**src/ftel_pkg.sv**
```systemverilog
// Functional notes
// - tick select bit: 0 means count spans 1 us, 1 means 5 us.
// - six-bit cycle count, reset 0x10, times flash writes and erases.
// - writing key 0x631A unlocks both mass-erase commands.
// - writing any other key value locks both mass-erase commands.
// - lock reads bit 0 as 1 when locked; reset value 0x0001, locked.
package ftel_pkg;
  // ****************************************************************
  // register map
  // ****************************************************************
  localparam logic [7:0]  FTEL_LOCK_OFS      = 8'h54;
  localparam logic [7:0]  FTEL_TIMING_OFS    = 8'h50;
  localparam logic [7:0]  FTEL_CMD_OFS       = 8'h58;
  localparam logic [7:0]  FTEL_STATUS_OFS    = 8'h5C;
  localparam logic [15:0] FTEL_UNLOCK_CODE   = 16'h631A;
  localparam logic [15:0] FTEL_LOCK_RESET    = 16'h0001;
  localparam logic [5:0]  FTEL_BASE_RESET    = 6'h10;
  localparam int          FTEL_SEL_BIT       = 16;
  localparam int          FTEL_CMD_BANK0_BIT = 0;
  localparam int          FTEL_CMD_BANK1_BIT = 1;
  localparam int          FTEL_CMD_WRITE_BIT = 2;
  localparam int          FTEL_CMD_ERASE_BIT = 3;
  // ****************************************************************
  // timing
  // ****************************************************************
  localparam int          FTEL_ERASE_TICKS   = 16;
  localparam int          FTEL_WRITE_TICKS   = 4;

  typedef enum logic [1:0] {
    FTEL_IDLE = 2'b01,
    FTEL_BUSY = 2'b10
  } ftel_state_t;
endpackage

```
**src/ftel_top.sv**
```systemverilog
// Register access over Avalon-MM was decided locally.
`timescale 1ns/1ps
`default_nettype none
module ftel_top (
  // clock and reset
  input  wire logic              core_clk_i,
  input  wire logic              reset_n_i,
  // auxiliary fast oscillator cycles, one pulse per cycle
  input  wire logic              aux_fast_oscillator_i,
  // avalon-mm slave
  input  wire logic [7:0]        avs_address_i,
  input  wire logic              avs_read_i,
  input  wire logic              avs_write_i,
  input  wire logic [31:0]       avs_writedata_i,
  output logic      [31:0]       avs_readdata_o,
  output logic                   avs_waitrequest_o,
  // flash array side
  output logic                   erase_bank_zero_cmd_o,
  output logic                   erase_bank_one_cmd_o,
  output logic                   flash_write_cmd_o,
  output logic                   flash_busy_o,
  output logic                   tick_o
);
  import ftel_pkg::*;

  typedef struct packed {
    logic [15:0]  key;
    logic [5:0]   base;
    logic         sel;
    logic [5:0]   aux_cnt;
    logic [2:0]   sub_cnt;
    logic         tick;
    logic [4:0]   op_ticks;
    ftel_state_t  state;
    logic         bank0;
    logic         bank1;
    logic         wr;
    logic         ack;
    logic [31:0]  rdata;
  } ftel_regs_t;

  ftel_regs_t st_reg;
  ftel_regs_t st_next;
  logic       locked;
  logic       acc;

  function automatic logic hit(input logic [7:0] a, input logic [7:0] o);
    hit = (a == o);
  endfunction

  assign locked = (st_reg.key != FTEL_UNLOCK_CODE);
  assign acc    = (avs_read_i | avs_write_i) & ~st_reg.ack;

  // ****************************************************************
  // next state
  // ****************************************************************
  always_comb
  begin
    st_next       = st_reg;
    st_next.ack   = acc;
    st_next.tick  = 1'b0;
    st_next.bank0 = 1'b0;
    st_next.bank1 = 1'b0;
    st_next.wr    = 1'b0;
    // tick: base aux cycles, times five when 5 us selected
    if (aux_fast_oscillator_i)
    begin
      if (st_reg.aux_cnt >= st_reg.base - 6'h01)
      begin
        st_next.aux_cnt = 6'h00;
        if (!st_reg.sel || st_reg.sub_cnt == 3'h4)
        begin
          st_next.sub_cnt = 3'h0;
          st_next.tick    = 1'b1;
        end
        else
          st_next.sub_cnt = st_reg.sub_cnt + 3'h1;
      end
      else
        st_next.aux_cnt = st_reg.aux_cnt + 6'h01;
    end
    // operation timer in ticks
    case (st_reg.state)
      FTEL_IDLE: ;
      FTEL_BUSY:
      begin
        if (st_reg.tick)
        begin
          if (st_reg.op_ticks == 5'h00)
            st_next.state = FTEL_IDLE;
          else
            st_next.op_ticks = st_reg.op_ticks - 5'h01;
        end
      end
      default: st_next.state = FTEL_IDLE;
    endcase
    if (acc && avs_write_i)
    begin
      if (hit(avs_address_i, FTEL_LOCK_OFS))
        st_next.key = avs_writedata_i[15:0];
      else if (hit(avs_address_i, FTEL_TIMING_OFS))
      begin
        st_next.base = avs_writedata_i[5:0];
        st_next.sel  = avs_writedata_i[FTEL_SEL_BIT];
        st_next.aux_cnt = 6'h00;
        st_next.sub_cnt = 3'h0;
      end
      else if (hit(avs_address_i, FTEL_CMD_OFS) &&
               st_reg.state == FTEL_IDLE)
      begin
        if (avs_writedata_i[FTEL_CMD_WRITE_BIT])
        begin
          st_next.wr       = 1'b1;
          st_next.state    = FTEL_BUSY;
          st_next.op_ticks = 5'(FTEL_WRITE_TICKS - 1);
        end
        else if (!locked && (avs_writedata_i[FTEL_CMD_BANK0_BIT] ||
                 avs_writedata_i[FTEL_CMD_BANK1_BIT]))
        begin
          st_next.bank0    = avs_writedata_i[FTEL_CMD_BANK0_BIT];
          st_next.bank1    = avs_writedata_i[FTEL_CMD_BANK1_BIT];
          st_next.state    = FTEL_BUSY;
          st_next.op_ticks = 5'(FTEL_ERASE_TICKS - 1);
        end
      end
    end
    st_next.rdata = 32'h0000_0000;
    if (acc && avs_read_i)
    begin
      if (hit(avs_address_i, FTEL_LOCK_OFS))
        st_next.rdata[0] = locked;
      else if (hit(avs_address_i, FTEL_TIMING_OFS))
      begin
        st_next.rdata[5:0]          = st_reg.base;
        st_next.rdata[FTEL_SEL_BIT] = st_reg.sel;
      end
      else if (hit(avs_address_i, FTEL_STATUS_OFS))
        st_next.rdata[1:0] = {locked, st_reg.state == FTEL_BUSY};
    end
  end

  // ****************************************************************
  // state register
  // ****************************************************************
  always_ff @(posedge core_clk_i or negedge reset_n_i)
  begin
    if (!reset_n_i)
    begin
      st_reg       <= '0;
      st_reg.key   <= FTEL_LOCK_RESET;
      st_reg.base  <= FTEL_BASE_RESET;
      st_reg.state <= FTEL_IDLE;
    end
    else
      st_reg <= st_next;
  end

  assign avs_waitrequest_o     = ~st_reg.ack;
  assign avs_readdata_o        = st_reg.rdata;
  assign erase_bank_zero_cmd_o = st_reg.bank0;
  assign erase_bank_one_cmd_o  = st_reg.bank1;
  assign flash_write_cmd_o     = st_reg.wr;
  assign flash_busy_o          = (st_reg.state == FTEL_BUSY);
  assign tick_o                = st_reg.tick;

  // ****************************************************************
  // checks
  // ****************************************************************
  erase_gate_a: assert property (
    @(posedge core_clk_i) disable iff (!reset_n_i)
    (erase_bank_zero_cmd_o | erase_bank_one_cmd_o) |-> !$past(locked))
    else $error("mass erase issued while locked");
  cmd_gate_a: assert property (
    @(posedge core_clk_i) disable iff (!reset_n_i)
    (acc && avs_write_i && avs_address_i == FTEL_CMD_OFS && locked
     && !flash_busy_o && !avs_writedata_i[FTEL_CMD_WRITE_BIT]) |=>
      !flash_busy_o && !erase_bank_zero_cmd_o && !erase_bank_one_cmd_o)
    else $error("locked mass erase was not dropped");
  erase_start_a: assert property (
    @(posedge core_clk_i) disable iff (!reset_n_i)
    (acc && avs_write_i && avs_address_i == FTEL_CMD_OFS && !locked
     && !flash_busy_o && !avs_writedata_i[FTEL_CMD_WRITE_BIT]
     && (avs_writedata_i[FTEL_CMD_BANK0_BIT]
         || avs_writedata_i[FTEL_CMD_BANK1_BIT])) |=>
      flash_busy_o
      && erase_bank_zero_cmd_o == $past(avs_writedata_i[FTEL_CMD_BANK0_BIT])
      && erase_bank_one_cmd_o == $past(avs_writedata_i[FTEL_CMD_BANK1_BIT]))
    else $error("unlocked mass erase not issued");
  unlock_key_a: assert property (
    @(posedge core_clk_i) disable iff (!reset_n_i)
    (acc && avs_write_i && avs_address_i == FTEL_LOCK_OFS
     && avs_writedata_i[15:0] == FTEL_UNLOCK_CODE) |=> !locked)
    else $error("unlock code did not unlock");
  lock_key_a: assert property (
    @(posedge core_clk_i) disable iff (!reset_n_i)
    (acc && avs_write_i && avs_address_i == FTEL_LOCK_OFS
     && avs_writedata_i[15:0] != FTEL_UNLOCK_CODE) |=> locked)
    else $error("other key did not lock");
  lock_read_a: assert property (
    @(posedge core_clk_i) disable iff (!reset_n_i)
    (acc && avs_read_i && avs_address_i == FTEL_LOCK_OFS) |=>
      avs_readdata_o == {31'h0, $past(locked)})
    else $error("lock readback wrong");
  status_read_a: assert property (
    @(posedge core_clk_i) disable iff (!reset_n_i)
    (acc && avs_read_i && avs_address_i == FTEL_STATUS_OFS) |=>
      avs_readdata_o == {30'h0000_0000, $past(locked), $past(flash_busy_o)})
    else $error("status readback wrong");
  timing_read_a: assert property (
    @(posedge core_clk_i) disable iff (!reset_n_i)
    (acc && avs_read_i && avs_address_i == FTEL_TIMING_OFS) |=>
      avs_readdata_o == {15'h0000, $past(st_reg.sel), 10'h000,
                         $past(st_reg.base)})
    else $error("timing readback wrong");
  unmapped_read_a: assert property (
    @(posedge core_clk_i) disable iff (!reset_n_i)
    (acc && avs_read_i && avs_address_i != FTEL_LOCK_OFS
     && avs_address_i != FTEL_TIMING_OFS
     && avs_address_i != FTEL_STATUS_OFS) |=>
      avs_readdata_o == 32'h0000_0000)
    else $error("unmapped read not zero");
  base_reg_a: assert property (
    @(posedge core_clk_i) disable iff (!reset_n_i)
    (acc && avs_write_i && avs_address_i == FTEL_TIMING_OFS) |=>
      st_reg.base == $past(avs_writedata_i[5:0]))
    else $error("cycle count not stored");
  tick_period_a: assert property (
    @(posedge core_clk_i) disable iff (!reset_n_i)
    (tick_o && $past(st_reg.sel)) |-> $past(st_reg.sub_cnt) == 3'h4)
    else $error("tick length select ignored");
endmodule
`default_nettype wire

```
**config.mk**
```make
export PLATFORM = sky130hd
export DESIGN_NAME = ftel_top
export DESIGN_NICKNAME = d
export VERILOG_FILES = /design/src/ftel_pkg.sv /design/src/ftel_top.sv
export SDC_FILE = /design/constraint.sdc
export NUM_CORES = 1
export LEC_CHECK = 0
export BUFFER_PORTS_ARGS = -buffer_cell sky130_fd_sc_hd__buf_2
export CORE_MARGIN = 5
export CORE_UTILIZATION = 27
export DETAILED_ROUTE_END_ITERATION = 7
export GPL_ROUTABILITY_DRIVEN = 0
export PLACE_DENSITY = 0.44
export SETUP_SLACK_MARGIN = 0.1
export SLEW_MARGIN = 10
export SYNTH_ARGS = -nofsm -noshare
export SYNTH_HDL_FRONTEND = slang
export SYNTH_SLANG_ARGS = --single-unit
```
**constraint.sdc**
```tcl
create_clock -name core_clk_i -period 5.6 [get_ports core_clk_i]
set_input_delay 0.56 -clock core_clk_i [delete_from_list [all_inputs] [get_ports core_clk_i]]
set_output_delay 0.56 -clock core_clk_i [all_outputs]
set_load 0.05 [all_outputs]
```
==> impl_metrics.env <==
export IMPL_grt_pass1_wl_um=9066
export IMPL_tns_ps=0
export IMPL_relSlewSlack=0.3860
export IMPL_initial_core_util=0.2725
export IMPL_slowest_stage="or4_1"
export IMPL_ant_nets=0
export IMPL_path_cells="inv_1 > ha_1 > xnor2_1 > ha_1 > o211ai_1 > o211a_1 > or4_1 > a21oi_1"
export IMPL_swShare=0.3069
export IMPL_io_buffers=42
export IMPL_path_class="flip-flop to flip-flop"
export IMPL_synth_edf_count=0
export IMPL_synth_simple_area_share=0.1488
export IMPL_power_frac_seq=0.468
export IMPL_comb_power_share=0.220
export IMPL_drv_slew=0
export IMPL_drive_above_1_share=0.2793
export IMPL_netSwitchingPower_mw=0.2989
export IMPL_r2r_slack_ps=3360
export IMPL_synth_xor_area_share=0.03156
export IMPL_io_pins=83
export IMPL_power_internal_mw=0.6750
export IMPL_ctsResizeCount=0
export IMPL_hold_viol=0
export IMPL_area_delta_synth_final_pct=12.26
export IMPL_final_cells=426
export IMPL_seq_area_frac_synth=0.4612
export IMPL_whs_ps=356.8
export IMPL_clkLatencyLatePin_ps=300
export IMPL_synthMuxAreaShare=0.1100
export IMPL_grt_ovfl_total=0
export IMPL_fin_area_mm2=0.003115
export IMPL_wire_per_inst_um=12.96
export IMPL_placed_area_mm2=0.002983
export IMPL_ys_flop_type="dfrtp_1"
export IMPL_clkSlewWorstSetupHoldPaths_ps=100
export IMPL_drt_iter0_drc=51
export IMPL_nFillCells=1072
export IMPL_p_per_area_mw_per_mm2=312.6
export IMPL_ctsHoldBuffers=0
export IMPL_drc_errors=0
export IMPL_worstPathMaxFanout=7
export IMPL_largest_reg_flops=40
export IMPL_synth_cells=250
export IMPL_synth_async_reset_ratio=1.000
export IMPL_drv_cap=0
export IMPL_n_antenna_cell=0
export IMPL_status="finished, final reports clean"
export IMPL_cts_tree="done"
export IMPL_path_delay_family="adder cells"
export IMPL_r2r_end="st_reg[44]$_DFF_PN0_"
export IMPL_synth_adder_area_share=0.06312
export IMPL_final_common_cell="dfrtp_1"
export IMPL_synth_top_family_by_area="simple AND/OR/NAND/NOR gates"
export IMPL_rows=37
export IMPL_tightest_slew_ps=908.3
export IMPL_arrival_ps=2470
export IMPL_p_total_mw=0.9739
export IMPL_setup_viol=0
export IMPL_ys_warn_count=0
export IMPL_synth_area_mm2=0.002775
export IMPL_synth_cell_types=51
export IMPL_hold_class="input port to asynchronous set/reset pin"
export IMPL_skew_ps=7.619
export IMPL_rsz0062_at_grt="false"
export IMPL_grt_max_degree=52
export IMPL_htree_num_levels=2
export IMPL_cts_root_buf="clkbuf_8"
export IMPL_post_place_cells=418
export IMPL_firstDrtPassIters=4
export IMPL_dieArea_mm2=0.01241
export IMPL_period_share=0.4007
export IMPL_required_ps=5830
export IMPL_cp_end_kind="flip-flop"
export IMPL_nNetsFinal=348
export IMPL_hpwl_um=4177
export IMPL_drt_total_wl_um=5521
export IMPL_r2r_start="st_reg[54]$_DFFE_PN0P_"
export IMPL_grt_pass1_vias=1805
export IMPL_die_h_um=111.4
export IMPL_power_frac_clock=0.311
export IMPL_fmax_ghz=0.4456
export IMPL_vias=1780
export IMPL_most_common_layout_cells="48 x dfrtp_1, 42 x buf_2, 25 x conb_1"
export IMPL_cts_buffers=5
export IMPL_ir_drop_mv=0.1439
export IMPL_startpoint_type="flip-flop"
export IMPL_syn_avg_cell_area_um2=11.10
export IMPL_clkSinkCount=51
export IMPL_critPathMaxStageDelay_ps=510
export IMPL_synth_compound_area_frac=0.07169
export IMPL_viasPerCell=4.178
export IMPL_die_x_um=111.4
export IMPL_leakage_nw=1.561
export IMPL_synth_seq_cells=51
export IMPL_worstPathBufferInverterCount=1
export IMPL_grtUsageTotal=0.08990
export IMPL_core_area_mm2=0.01018
export IMPL_r2r_cells=8
export IMPL_min_period_ps=2244
export IMPL_antenna_found_initial=0
export IMPL_crit_top_cell="ha_1"
export IMPL_clk_path_buf_depth=2
export IMPL_post_cts_buffers=0
metrics by stage:
stage / setup slack [ps] / util
after floorplan: 3545 / -
after global placement: 3136 / 0.2929
after detailed placement: 3127 / 0.2929
after CTS: 3317 / 0.3059
after global routing: 3128 / 0.3059
final: 3356 / 0.3059
worst max-delay path by stage:
stage / startpoint / endpoint / slack [ps] / cells after the start
2_1_floorplan: avs_address_i[7] / st_reg[64]$_DFFE_PN0P_ / 3550 / 6
3_3_place_gp: avs_address_i[7] / st_reg[75]$_DFFE_PN0P_ / 3140 / 5
3_5_place_dp: avs_address_i[7] / st_reg[75]$_DFFE_PN0P_ / 3130 / 5
4_1_cts: st_reg[54]$_DFFE_PN0P_ / st_reg[44]$_DFF_PN0_ / 3320 / 8
5_1_grt: st_reg[54]$_DFFE_PN0P_ / st_reg[46]$_DFF_PN0_ / 3130 / 8
6_report: st_reg[54]$_DFFE_PN0P_ / st_reg[44]$_DFF_PN0_ / 3360 / 8
cell families (layout without fill, tap and decap cells):
family | count (synthesis) | count (layout)
multiplexers | 24 | 24
flip-flops | 51 | 51
AND/OR/NAND/NOR | 73 | 73
other | 1 | 25
XOR/XNOR | 10 | 10
adder cells (fa/ha/maj) | 14 | 14
AO/OA/AOI/OAI | 31 | 31
buffers and inverters | 46 | 62
cells in the mapped netlist, types with 5 or more instances:
cell type | instances | area share
a21oi_1 | 11 | 0.020
and2_1 | 7 | 0.016
buf_4 | 32 | 0.087
dfrtp_1 | 48 | 0.43
ha_1 | 14 | 0.063
inv_1 | 11 | 0.015
mux2_2 | 12 | 0.049
mux2_4 | 10 | 0.054
nand2_1 | 12 | 0.016
nand4_1 | 6 | 0.014
nor2_1 | 18 | 0.024
nor3_1 | 7 | 0.013
o21ai_0 | 6 | 0.011
xnor2_1 | 5 | 0.016
xor2_1 | 5 | 0.016
power groups by stage:
stage / registers [mW] / logic [mW] / clock network (mW)
CTS: 0.457 / 0.218 / 0.315
floorplan: 0.454 / 0.181 / 0
detailed placement: 0.464 / 0.217 / 0
finish: 0.456 / 0.214 / 0.303
global route: 0.464 / 0.249 / 0.328
global placement: 0.464 / 0.213 / 0
per-layer routing:
metal | track usage | share of wire | up-vias
li1 | - | - | 890
met1 | 0.1237 | 0.48 | 836
met2 | 0.1379 | 0.44 | 48
met3 | 0.02228 | 0.055 | 6
met4 | 0.03163 | 0.016 | 0
met5 | 0 | 0 | -
final cells by class:
cell class / instances / area (um^2) / share of cell area
well taps: 136 / 170.2 / 0.05462
multi-input cells: 177 / 1274 / 0.4088
repair buffers: 43 / 217.7 / 0.06988
flip-flops and latches: 51 / 1280 / 0.4108
clock inverters: 2 / 60.06 / 0.01928
inverters: 11 / 41.29 / 0.01325
clock buffers: 6 / 72.57 / 0.02329
(Power assumes the default switching activity.)
